$ cat src/hdl/cpih_pkg.sv
// constants, register map and types for the coprocessor instruction handler
package cpih_pkg;

  // register byte offsets, one aligned word each
  localparam logic [7:0] CPIH_CTRL_OFS    = 8'h00;
  localparam logic [7:0] CPIH_OPWORD_OFS  = 8'h04;
  localparam logic [7:0] CPIH_EXTWORD_OFS = 8'h08;
  localparam logic [7:0] CPIH_DISP_OFS    = 8'h0C;
  localparam logic [7:0] CPIH_SCANPC_OFS  = 8'h10;
  localparam logic [7:0] CPIH_COUNTER_OFS = 8'h14;
  localparam logic [7:0] CPIH_OPERAND_OFS = 8'h18;
  localparam logic [7:0] CPIH_CCR_OFS     = 8'h1C;
  localparam logic [7:0] CPIH_STATUS_OFS  = 8'h20;
  localparam logic [7:0] CPIH_NEXTPC_OFS  = 8'h24;
  localparam logic [7:0] CPIH_SETBYTE_OFS = 8'h28;

  // control register fields
  localparam int CPIH_CTRL_START_BIT = 0;
  localparam int CPIH_CTRL_MMU_BIT   = 1;

  // status register fields
  localparam int CPIH_ST_BUSY    = 0;
  localparam int CPIH_ST_DONE    = 1;
  localparam int CPIH_ST_TAKEN   = 2;
  localparam int CPIH_ST_TRAP    = 3;
  localparam int CPIH_ST_LINEEXC = 4;
  localparam int CPIH_ST_MMURSV  = 5;
  localparam int CPIH_ST_BADEA   = 6;
  localparam int CPIH_ST_BADOP   = 7;
  localparam int CPIH_ST_CONDTRU = 8;
  localparam int CPIH_ST_CNTEXP  = 9;
  localparam int CPIH_ST_W       = 10;

  // operation word layout
  localparam logic [3:0] CPIH_LINE_PATTERN = 4'hF;
  localparam logic [2:0] CPIH_MMU_ID       = 3'b000;
  localparam logic [2:0] CPIH_TYPE_GEN     = 3'b000;
  localparam logic [2:0] CPIH_TYPE_SCC     = 3'b001;
  localparam logic [2:0] CPIH_TYPE_BCC_W   = 3'b010;
  localparam logic [2:0] CPIH_TYPE_BCC_L   = 3'b011;
  localparam logic [2:0] CPIH_MODE_AREG    = 3'b001;
  localparam logic [2:0] CPIH_MODE_EXT     = 3'b111;
  localparam logic [2:0] CPIH_REG_ABS_L    = 3'b001;
  localparam logic [2:0] CPIH_TRAP_ONE_W   = 3'b010;
  localparam logic [2:0] CPIH_TRAP_TWO_W   = 3'b011;
  localparam logic [2:0] CPIH_TRAP_NONE    = 3'b100;

  // results and byte distances
  localparam logic [7:0]  CPIH_TRAP_VECTOR = 8'h07;
  localparam logic [7:0]  CPIH_BYTE_TRUE   = 8'hFF;
  localparam logic [7:0]  CPIH_BYTE_FALSE  = 8'h00;
  localparam logic [15:0] CPIH_COUNT_END   = 16'hFFFF;
  localparam logic [31:0] CPIH_WORD_BYTES  = 32'h0000_0002;
  localparam logic [31:0] CPIH_LONG_BYTES  = 32'h0000_0004;
  localparam logic [31:0] CPIH_ZERO_BYTES  = 32'h0000_0000;

  typedef enum logic [2:0] {
    CPIH_K_GEN,
    CPIH_K_SCC,
    CPIH_K_DBCC,
    CPIH_K_TRAP,
    CPIH_K_BCC,
    CPIH_K_BAD
  } cpih_kind_t;

  typedef enum logic {
    CPIH_IDLE,
    CPIH_CALL
  } cpih_state_t;

endpackage

$ cat src/hdl/cpih_handler.sv
// coprocessor instruction handler with classic wishbone register slave
// Operation
// RULE_01: true branch loads extension pointer plus displacement
// RULE_02: branch displacement 16 or 32 bits by size
// RULE_03: displacement is signed byte distance
// RULE_04: branch condition taken from operation word
// RULE_05: id 000 with mmu raises line exception
// RULE_06: general id 000 reserved for mmu
// RULE_07: pass condition; coprocessor answers how continue
// RULE_08: decrement counter low word when false
// RULE_09: counter minus one falls through else branches
// RULE_10: general instruction sends command word
// RULE_11: general keeps flags unless coprocessor writes
// RULE_12: operand located by ea; coprocessor judges modes
// RULE_13: set byte all ones or zeros
// RULE_14: set byte destination data alterable only
// RULE_15: true trap takes vector 7, next pc
// RULE_16: false trap does nothing, continues
// RULE_17: trap opmode selects operand length
// RULE_18: trap operand passed unread to handler
// RULE_19: other instructions leave flags unchanged
// RULE_20: group recognised by 1111, id bits 11:9
module cpih_handler
  import cpih_pkg::*;
#(
  parameter int ADR_W = 8                      // wishbone byte address width
) (
  input  wire logic             clk_i,         // 40 MHz clock
  input  wire logic             rst_i,         // synchronous reset, active high
  input  wire logic             wb_cyc_i,      // bus cycle
  input  wire logic             wb_stb_i,      // strobe
  input  wire logic             wb_we_i,       // write enable
  input  wire logic [ADR_W-1:0] wb_adr_i,      // byte address
  input  wire logic [3:0]       wb_sel_i,      // byte lanes
  input  wire logic [31:0]      wb_dat_i,      // write data
  output logic      [31:0]      wb_dat_o,      // read data
  output logic                  wb_ack_o,      // acknowledge
  output logic                  cp_req_o,      // request to coprocessor
  output logic      [2:0]       cp_id_o,       // selected coprocessor
  output logic      [15:0]      cp_word_o,     // condition or command word
  output logic                  cp_cond_o,     // 1 condition test, 0 command
  output logic      [5:0]       cp_ea_o,       // effective address field
  input  wire logic             cp_ack_i,      // coprocessor answered
  input  wire logic             cp_true_i,     // tested condition true
  input  wire logic             cp_ccr_we_i,   // coprocessor writes flags
  input  wire logic [7:0]       cp_ccr_i,      // new flags
  input  wire logic             cp_ea_bad_i,   // coprocessor refuses the mode
  output logic                  pc_load_o,     // next pc valid pulse
  output logic      [31:0]      pc_o,          // next program counter
  output logic                  trap_o,        // trap exception pulse
  output logic      [7:0]       trap_vector_o, // trap vector number
  output logic      [31:0]      trap_operand_o,// raw trap operand
  output logic                  line_exc_o,    // line exception pulse
  output logic                  byte_store_o,  // set byte store pulse
  output logic      [7:0]       byte_data_o,   // byte to store
  output logic      [5:0]       byte_ea_o,     // destination ea field
  output logic                  busy_o         // instruction in progress
);

  initial begin
    if (ADR_W < 6 || ADR_W > 32) begin
      $error("ADR_W must lie between 6 and 32");
    end
  end

  function automatic logic [31:0] lane_merge(input logic [31:0] old_v,
                                             input logic [31:0] new_v,
                                             input logic [3:0]  sel);
    logic [31:0] res;
    res = old_v;
    for (int i = 0; i < 4; i++) begin
      if (sel[i]) begin
        res[i*8 +: 8] = new_v[i*8 +: 8];
      end
    end
    return res;
  endfunction

  function automatic logic [31:0] sext16(input logic [15:0] v);
    return {{16{v[15]}}, v};
  endfunction

  // data alterable: no address register, no immediate or pc relative
  function automatic logic ea_alterable(input logic [5:0] ea);
    if (ea[5:3] == CPIH_MODE_AREG) begin
      return 1'b0;
    end
    if (ea[5:3] == CPIH_MODE_EXT && ea[2:0] > CPIH_REG_ABS_L) begin
      return 1'b0;
    end
    return 1'b1;
  endfunction

  // bus slave
  logic        ack_q;
  logic [31:0] rdat_q;
  logic        acc;
  logic        wr;
  logic [7:0]  ofs;

  // registers
  logic        mmu_q;
  logic [15:0] opword_q;
  logic [15:0] extword_q;
  logic [31:0] disp_q;
  logic [31:0] scanpc_q;
  logic [31:0] counter_q;
  logic [31:0] operand_q;
  logic [7:0]  ccr_q;
  logic [CPIH_ST_W-1:0] status_q;
  logic [31:0] nextpc_q;
  logic [7:0]  setbyte_q;
  cpih_state_t state_q;
  cpih_kind_t  kind_q;

  // decode of the operation word
  cpih_kind_t  kind;
  logic [2:0]  cp_id;
  logic [5:0]  cond;
  logic        start;
  logic        is_cond;

  assign acc   = wb_cyc_i && wb_stb_i && !ack_q;
  assign wr    = acc && wb_we_i;
  assign ofs   = 8'(wb_adr_i) & 8'hFC;
  assign start = wr && ofs == CPIH_CTRL_OFS && wb_sel_i[0]
                 && wb_dat_i[CPIH_CTRL_START_BIT] && state_q == CPIH_IDLE;

  // RULE_20: line pattern and id
  assign cp_id = opword_q[11:9];

  always_comb begin
    kind = CPIH_K_BAD;
    if (opword_q[15:12] == CPIH_LINE_PATTERN) begin
      unique case (opword_q[8:6])
        CPIH_TYPE_GEN: kind = CPIH_K_GEN;
        CPIH_TYPE_SCC: begin
          if (opword_q[5:3] == CPIH_MODE_AREG) begin
            kind = CPIH_K_DBCC;
          end else if (opword_q[5:3] == CPIH_MODE_EXT
                       && (opword_q[2:0] == CPIH_TRAP_ONE_W
                           || opword_q[2:0] == CPIH_TRAP_TWO_W
                           || opword_q[2:0] == CPIH_TRAP_NONE)) begin
            kind = CPIH_K_TRAP;
          end else begin
            kind = CPIH_K_SCC;
          end
        end
        CPIH_TYPE_BCC_W,
        CPIH_TYPE_BCC_L: kind = CPIH_K_BCC;
        default:         kind = CPIH_K_BAD;
      endcase
    end
  end

  // RULE_04: branch condition lives in the operation word
  assign cond    = (kind == CPIH_K_BCC) ? opword_q[5:0] : extword_q[5:0];
  assign is_cond = (kind != CPIH_K_GEN);

  // wishbone ack one cycle after the request, dropped the next
  always_ff @(posedge clk_i) begin
    if (rst_i) begin
      ack_q <= 1'b0;
    end else begin
      ack_q <= acc;
    end
  end

  always_ff @(posedge clk_i) begin
    if (rst_i) begin
      rdat_q <= 32'h0000_0000;
    end else if (acc && !wb_we_i) begin
      unique case (ofs)
        CPIH_CTRL_OFS:    rdat_q <= {30'h0, mmu_q, 1'b0};
        CPIH_OPWORD_OFS:  rdat_q <= {16'h0, opword_q};
        CPIH_EXTWORD_OFS: rdat_q <= {16'h0, extword_q};
        CPIH_DISP_OFS:    rdat_q <= disp_q;
        CPIH_SCANPC_OFS:  rdat_q <= scanpc_q;
        CPIH_COUNTER_OFS: rdat_q <= counter_q;
        CPIH_OPERAND_OFS: rdat_q <= operand_q;
        CPIH_CCR_OFS:     rdat_q <= {24'h0, ccr_q};
        CPIH_STATUS_OFS:  rdat_q <= {22'h0, status_q};
        CPIH_NEXTPC_OFS:  rdat_q <= nextpc_q;
        CPIH_SETBYTE_OFS: rdat_q <= {24'h0, setbyte_q};
        default:          rdat_q <= 32'h0000_0000;
      endcase
    end
  end

  assign wb_ack_o = ack_q;
  assign wb_dat_o = rdat_q;

  // software-written operands; frozen while an instruction runs
  always_ff @(posedge clk_i) begin
    if (rst_i) begin
      mmu_q     <= 1'b0;
      opword_q  <= 16'h0000;
      extword_q <= 16'h0000;
      disp_q    <= 32'h0000_0000;
      scanpc_q  <= 32'h0000_0000;
      operand_q <= 32'h0000_0000;
    end else if (wr && state_q == CPIH_IDLE) begin
      unique case (ofs)
        CPIH_CTRL_OFS: begin
          if (wb_sel_i[0]) begin
            mmu_q <= wb_dat_i[CPIH_CTRL_MMU_BIT];
          end
        end
        CPIH_OPWORD_OFS:  opword_q  <= 16'(lane_merge({16'h0, opword_q}, wb_dat_i, wb_sel_i));
        CPIH_EXTWORD_OFS: extword_q <= 16'(lane_merge({16'h0, extword_q}, wb_dat_i, wb_sel_i));
        CPIH_DISP_OFS:    disp_q    <= lane_merge(disp_q, wb_dat_i, wb_sel_i);
        CPIH_SCANPC_OFS:  scanpc_q  <= lane_merge(scanpc_q, wb_dat_i, wb_sel_i);
        CPIH_OPERAND_OFS: operand_q <= lane_merge(operand_q, wb_dat_i, wb_sel_i);
        default: ;
      endcase
    end
  end

  // sequencing: one coprocessor exchange per instruction
  always_ff @(posedge clk_i) begin
    if (rst_i) begin
      state_q <= CPIH_IDLE;
      kind_q  <= CPIH_K_BAD;
    end else begin
      unique case (state_q)
        CPIH_IDLE: begin
          if (start) begin
            kind_q <= kind;
            // RULE_05: mmu variant, id 000, no access
            // RULE_06: general id 000 kept for the mmu
            // RULE_14: bad destination refused before access
            if (kind != CPIH_K_BAD && !(mmu_q && cp_id == CPIH_MMU_ID)
                && !(kind == CPIH_K_SCC && !ea_alterable(opword_q[5:0]))) begin
              state_q <= CPIH_CALL;
            end
          end
        end
        CPIH_CALL: begin
          if (cp_ack_i) begin
            state_q <= CPIH_IDLE;
          end
        end
      endcase
    end
  end

  // RULE_07: condition field offered to the coprocessor
  // RULE_10: general command word passed whole
  // RULE_12: ea field handed over for the coprocessor to judge
  always_ff @(posedge clk_i) begin
    if (rst_i) begin
      cp_id_o   <= 3'b000;
      cp_word_o <= 16'h0000;
      cp_cond_o <= 1'b0;
      cp_ea_o   <= 6'h00;
    end else if (start) begin
      cp_id_o   <= cp_id;
      cp_word_o <= is_cond ? {10'h000, cond} : extword_q;
      cp_cond_o <= is_cond;
      cp_ea_o   <= opword_q[5:0];
    end
  end

  assign cp_req_o = (state_q == CPIH_CALL);
  assign busy_o   = (state_q == CPIH_CALL);

  logic        done;
  logic        taken;
  logic [31:0] target;
  logic [31:0] fall;
  logic [15:0] cnt_dec;

  assign done    = (state_q == CPIH_CALL) && cp_ack_i;
  assign cnt_dec = counter_q[15:0] - 16'h0001;

  // RULE_01: true branch goes to pointer plus displacement
  // RULE_09: decrement loop falls through at minus one
  always_comb begin
    taken  = 1'b0;
    target = scanpc_q;
    fall   = scanpc_q;
    unique case (kind_q)
      CPIH_K_BCC: begin
        // RULE_02: size bit picks 16 or 32 bit displacement
        fall   = scanpc_q + (opword_q[6] ? CPIH_LONG_BYTES : CPIH_WORD_BYTES);
        // RULE_03: signed byte distance
        target = scanpc_q + (opword_q[6] ? disp_q : sext16(disp_q[15:0]));
        taken  = cp_true_i;
      end
      CPIH_K_DBCC: begin
        fall   = scanpc_q + CPIH_WORD_BYTES;
        target = scanpc_q + sext16(disp_q[15:0]);
        taken  = !cp_true_i && cnt_dec != CPIH_COUNT_END;
      end
      CPIH_K_TRAP: begin
        // RULE_17: opmode sets operand length
        unique case (opword_q[2:0])
          CPIH_TRAP_ONE_W: fall = scanpc_q + CPIH_WORD_BYTES;
          CPIH_TRAP_TWO_W: fall = scanpc_q + CPIH_LONG_BYTES;
          default:         fall = scanpc_q + CPIH_ZERO_BYTES;
        endcase
        target = fall;
      end
      default: begin
        fall   = scanpc_q;
        target = scanpc_q;
      end
    endcase
  end

  // counter register: software load, hardware decrement
  always_ff @(posedge clk_i) begin
    if (rst_i) begin
      counter_q <= 32'h0000_0000;
    end else if (done && kind_q == CPIH_K_DBCC && !cp_true_i) begin
      // RULE_08: only the low word counts down
      counter_q <= {counter_q[31:16], cnt_dec};
    end else if (wr && state_q == CPIH_IDLE && ofs == CPIH_COUNTER_OFS) begin
      counter_q <= lane_merge(counter_q, wb_dat_i, wb_sel_i);
    end
  end

  // flags change through the coprocessor on a general command or by a software write in idle
  always_ff @(posedge clk_i) begin
    if (rst_i) begin
      ccr_q <= 8'h00;
    end else if (done && kind_q == CPIH_K_GEN && cp_ccr_we_i) begin
      // RULE_11: coprocessor flag write
      ccr_q <= cp_ccr_i;
    end else if (wr && state_q == CPIH_IDLE && ofs == CPIH_CCR_OFS && wb_sel_i[0]) begin
      ccr_q <= wb_dat_i[7:0];
    end
  end
  // RULE_19: no other path writes the flags

  // results towards the core
  always_ff @(posedge clk_i) begin
    if (rst_i) begin
      pc_load_o      <= 1'b0;
      pc_o           <= 32'h0000_0000;
      nextpc_q       <= 32'h0000_0000;
      trap_o         <= 1'b0;
      trap_vector_o  <= 8'h00;
      trap_operand_o <= 32'h0000_0000;
      line_exc_o     <= 1'b0;
      byte_store_o   <= 1'b0;
      byte_data_o    <= 8'h00;
      byte_ea_o      <= 6'h00;
      setbyte_q      <= 8'h00;
    end else begin
      pc_load_o    <= done;
      trap_o       <= 1'b0;
      byte_store_o <= 1'b0;
      line_exc_o   <= start && kind != CPIH_K_GEN && kind != CPIH_K_BAD
                      && mmu_q && cp_id == CPIH_MMU_ID;
      if (done) begin
        pc_o     <= taken ? target : fall;
        nextpc_q <= taken ? target : fall;
      end
      // RULE_13: all ones when true, all zeros when false
      if (done && kind_q == CPIH_K_SCC) begin
        byte_store_o <= 1'b1;
        byte_data_o  <= cp_true_i ? CPIH_BYTE_TRUE : CPIH_BYTE_FALSE;
        byte_ea_o    <= opword_q[5:0];
        setbyte_q    <= cp_true_i ? CPIH_BYTE_TRUE : CPIH_BYTE_FALSE;
      end
      // RULE_15: true trap, vector 7, next address stacked
      // RULE_16: false trap only advances the pc
      if (done && kind_q == CPIH_K_TRAP && cp_true_i) begin
        trap_o        <= 1'b1;
        trap_vector_o <= CPIH_TRAP_VECTOR;
        // RULE_18: operand forwarded uninterpreted
        trap_operand_o <= (opword_q[2:0] == CPIH_TRAP_NONE) ? 32'h0000_0000 : operand_q;
      end
    end
  end

  // status: cleared by a start, set by completion; start only in idle
  always_ff @(posedge clk_i) begin
    if (rst_i) begin
      status_q <= '0;
    end else if (start) begin
      status_q <= '0;
      status_q[CPIH_ST_BUSY] <= 1'b1;
      if (kind == CPIH_K_BAD) begin
        status_q[CPIH_ST_DONE]  <= 1'b1;
        status_q[CPIH_ST_BUSY]  <= 1'b0;
        status_q[CPIH_ST_BADOP] <= 1'b1;
      end else if (mmu_q && cp_id == CPIH_MMU_ID) begin
        status_q[CPIH_ST_DONE] <= 1'b1;
        status_q[CPIH_ST_BUSY] <= 1'b0;
        if (kind == CPIH_K_GEN) begin
          status_q[CPIH_ST_MMURSV] <= 1'b1;
        end else begin
          status_q[CPIH_ST_LINEEXC] <= 1'b1;
        end
      end else if (kind == CPIH_K_SCC && !ea_alterable(opword_q[5:0])) begin
        status_q[CPIH_ST_DONE]  <= 1'b1;
        status_q[CPIH_ST_BUSY]  <= 1'b0;
        status_q[CPIH_ST_BADEA] <= 1'b1;
      end
    end else if (done) begin
      status_q[CPIH_ST_BUSY]    <= 1'b0;
      status_q[CPIH_ST_DONE]    <= 1'b1;
      status_q[CPIH_ST_TAKEN]   <= taken;
      status_q[CPIH_ST_CONDTRU] <= cp_true_i;
      status_q[CPIH_ST_TRAP]    <= kind_q == CPIH_K_TRAP && cp_true_i;
      status_q[CPIH_ST_BADEA]   <= kind_q == CPIH_K_GEN && cp_ea_bad_i;
      status_q[CPIH_ST_CNTEXP]  <= kind_q == CPIH_K_DBCC && !cp_true_i
                                   && cnt_dec == CPIH_COUNT_END;
    end
  end

endmodule

$ cat config.mk
export PLATFORM = sky130hd
export DESIGN_NAME = cpih_handler
export DESIGN_NICKNAME = d
export VERILOG_FILES = /design/src/hdl/cpih_pkg.sv /design/src/hdl/cpih_handler.sv
export SDC_FILE = /design/constraint.sdc
export NUM_CORES = 1
export LEC_CHECK = 0
export BUFFER_PORTS_ARGS = -buffer_cell sky130_fd_sc_hd__buf_2
export CORE_MARGIN = 4
export CORE_UTILIZATION = 38
export DETAILED_ROUTE_END_ITERATION = 7
export HOLD_SLACK_MARGIN = 0.05
export PLACE_DENSITY_LB_ADDON = 0.15
export SLEW_MARGIN = 30
export SYNTH_ARGS = -nofsm -noshare
export SYNTH_HDL_FRONTEND = slang
export SYNTH_SLANG_ARGS = --single-unit
$ cat constraint.sdc
create_clock -name clk_i -period 4 [get_ports clk_i]
set_input_delay 0.8 -clock clk_i [delete_from_list [all_inputs] [get_ports clk_i]]
set_output_delay 0.8 -clock clk_i [all_outputs]
set_load 0.02 [all_outputs]
==> results by group <==
Detailed routing
  • Routed Antenna Nets: 0
  • Total length of routed wires: roughly 71000 um
  • Vias per cell: ~6.0
  • Initial DRC count: 1753
  • Per-cell routed wire length: 23.31 um
  • DRC: 0
  • Detailed-route via count: 18066
  • Iteration count of the initial detailed-routing pass: 8

Status
  • Status: complete, no violations

Floorplanning
  • DIE AREA: roughly 0.050 mm2
  • Core area: 0.04646 mm2
  • I/O pin cnt: 212
  • Initial core utilization: between 30% and 40%
  • Die width: around 220 um
  • Die Y-Extent: between 200 and 250 um
  • Row cnt: 79

Timing
  • Hold Slack: between 0.4 and 0.5 ns
  • Pins Over Slew Limit: 0
  • Worst Skew: ~0.021 ns
  • Setup violations, final: 0
  • Max transition margin: 35.10%
  • Fin crit share: between 90 and 100%
  • Min Clock Period, post-route: 3.714 ns
  • Unrepaired setup endpoints after global routing: false
  • Count of final hold-check violations: 0
  • Sum Neg Setup Slack: 0 ns
  • Worst slew pin tran: approximately 1 ns
  • Peak Freq: around 270 MHz

Worst setup path
  • Crit path DAT: 4.10 ns
  • Kind of critical path: flop to flop
  • Startpoint types: flop
  • CP startpoint: counter_q[0]$_SDFFE_PP0P_
  • Worst r2r src: counter_q[0]$_SDFFE_PP0P_
  • CP Max Fanout: 37
  • CP required: 4.38 ns
  • CP Capture Type: flop

Place
  • Placed cell areas: approximately 0.020 mm2
  • GP Congestion: roughly 0.97
  • PortBufs: about 200
  • Post-DP HPWL: ~53000 um

Global route
  • First-pass GRT wire length: 105400 um
  • Largest net degree at the start of global routing: 130
  • GRT Total Usage: between 20% and 30%
  • Total grt overflow: 0
  • Initial antenna violation count: 0
  • Number of global-route vias before repair: 16786

Clock tree
  • Clock latency on the worst-skew pair: ~0.56 ns
  • CTS tree: done
  • Sink Count: 318
  • Number of buffers created by CTS: 38
  • CTS Root Cell: clkbuf_16
  • Clock transition at the registers of the reported paths: approximately 0.06 ns
  • Hold-fix buffers, CTS: 0
  • Longest Clk Path Bufs: 3
  • H-tree depth: 2

Finish
  • Fillers: about 4700
  • Post-synthesis to final-layout area growth: 17.17%
  • Final Cell Area: about 0.021 mm2
  • Nets@finish: 2494
  • Final core utilization: between 40 and 50%
  • Layout cells sized above 1: 16.42%
  • Area of the multi-input gates: around 0.011 mm2
  • # diodes: 0
  • Storage cell area: around 0.0064 mm2

Synth
  • Mapped Area: 0.01782 mm2
  • Synth unique cells: between 70 and 80
  • Compound-Gate Fraction of Synth Area: 24.43%
  • Synth Flop Type: dfxtp_1
  • FFs w/ async S/R, synth: 0%
  • Xor/xnor cell area share of the yosys netlist: around 1.7%
  • Adder-Cell Fraction of Synth Area: approximately 2.9%
  • #FFs+latches synth: roughly 320
  • Register area share after synthesis: 35.73%
  • Post-synth EDFFs: 0
  • Cells after synthesis: between 2000 and 2500
  • Largest family of logic cells by synthesized area: compound AO/OA/AOI/OAI gates
  • Synth warnings: 0
  • Simple-gate share of the synthesized area: a little over 20%
  • Syn avg cell area: 7.936 um2
  • Multiplexer area fraction after synthesis: under 10%

Pwr
  • Pwr per Cell Area: 345.5 mW/mm2
  • P_leak: 7.971 nW
  • Tot Pwr: roughly 0.0072 W
  • VDD IR max: slightly below 0.0003 V

Worst hold path
  • Min-delay src: cp_ea_o[1]$_SDFFE_PP0P_
  • Hold WC Path Type: flop to flop

Flow run
  • MaxCap Viol Count: 0
flip-flops by register name, indices dropped and copies added, names as in the netlist, 8 cells and up:
register,cells
operand_q,32
ccr_q,8
cp_word_o,16
counter_q,32
disp_q,32
nextpc_q,32
opword_q,16
scanpc_q,32
status_q,10
trap_operand_o,32
extword_q,16
wb_dat_o,32
worst max-delay path, stage by stage (launching register included):
cell and delay [ns]:
dfxtp_1 0.40, inv_1 0.13, ha_1 0.35, nor3b_1 0.44, nand3_1 0.16, or3_1 0.38
a2111o_1 0.45, o21a_2 0.33, buf_12 0.21, a2111oi_0 0.45, buf_4 0.18, nor3_1 0.04
timing repair:
action,in CTS,in global routing
resized for setup,0,1
setup endpoints to repair,0,1
setup buffers,0,0
routing by layer:
metal  up-vias  track usage, %  share of wire (%)
li1       8497               -                  -
met1      8637           36.65                 44
met2       792           43.08                 46
met3       140           3.211                6.4
met4         0           10.40                4.1
met5         -               0                  0
cell usage after synthesis, drive strengths merged, types with 8 or more instances:
| master | number | area share (%) |
|---|---|---|
| nor2 | 336 | 7.1 |
| dfxtp | 318 | 36 |
| nand2 | 228 | 4.8 |
| a21oi | 196 | 5.5 |
| mux2i | 160 | 9.0 |
| o21ai | 144 | 4.0 |
| clkbuf | 143 | 3.0 |
| nand3 | 66 | 1.9 |
| a22o | 54 | 2.7 |
| nor3 | 48 | 1.4 |
| a211oi | 47 | 2.1 |
| buf | 41 | 1.4 |
| ha | 38 | 2.7 |
| a22oi | 36 | 1.5 |
| a31oi | 33 | 1.2 |
| xnor2 | 25 | 1.2 |
| a311oi | 24 | 1.2 |
| and2 | 22 | 0.77 |
| a221oi | 21 | 1.1 |
| nand4 | 19 | 0.67 |
| a21o | 17 | 0.72 |
| inv | 16 | 0.34 |
| nor4 | 16 | 0.68 |
| o211ai | 12 | 0.51 |
| and3 | 10 | 0.35 |
| mux2 | 10 | 0.63 |
| nand2b | 10 | 0.35 |
| xor2 | 10 | 0.49 |
| nor2b | 9 | 0.32 |
| o21a | 9 | 0.38 |
| a2111oi | 8 | 0.43 |
| and4 | 8 | 0.39 |
| nor4b | 8 | 0.39 |
power by group:
group          internal, W  total (W)  switching [W]
Clock              0.00230    0.00374        0.00144
Sequential         0.00318    0.00319     0.00000879
Combinational    0.0000716   0.000291       0.000219
Total              0.00555    0.00721        0.00166
final timing paths:
kind	end	slack (ns)	cells past startpoint
worst min-delay path	cp_ea_o[1]$_SDFFE_PP0P_	0.45	2
worst min register to register	cp_ea_o[1]$_SDFFE_PP0P_	0.45	2
worst max-delay path	nextpc_q[18]$_SDFFE_PP0P_	0.29	11
worst max register to register	nextpc_q[18]$_SDFFE_PP0P_	0.29	11
cells by family after synthesis:
group	count (synthesis)
muxes	172
AOI/OAI and AO/OA	664
other	1
xor gates and xnor gates	35
DFF	318
buffers and inverters	200
and+or+nand+nor	815
adders and majority gates	40
through the flow:
step / instances / worst slack [ns]
after floorplan: 2249 / 0.3572
after CTS: 3025 / 0.2475
after global placement: 2960 / 0.3247
after global routing: 3025 / 0.03431
final: 3025 / 0.2859
after detailed placement: 2960 / 0.2662
area by class of cell:
class | count | area share (%)
multi-input combinational | 1731 | 51.09
sequential | 318 | 30.49
timing repair buffer | 288 | 8.073
clock buffer | 50 | 5.202
tap | 607 | 3.638
clock inverter | 15 | 1.217
inverter | 16 | 0.2877
layout by cell type (no fill, tap or decap), drive strengths merged, types with 12 or more instances in the layout:
cell type	count
nand4	19
clkbuf	51
nor2	336
a211oi	47
nor3	48
nor4	16
nand3	66
a21oi	196
o211ai	12
a31oi	33
a311oi	24
ha	38
a22oi	36
dfxtp	318
xnor2	25
a21o	17
o21ai	144
a221oi	21
buf	287
mux2i	160
and2	22
a22o	54
inv	17
nand2	228
(Power assumes the default switching activity.)
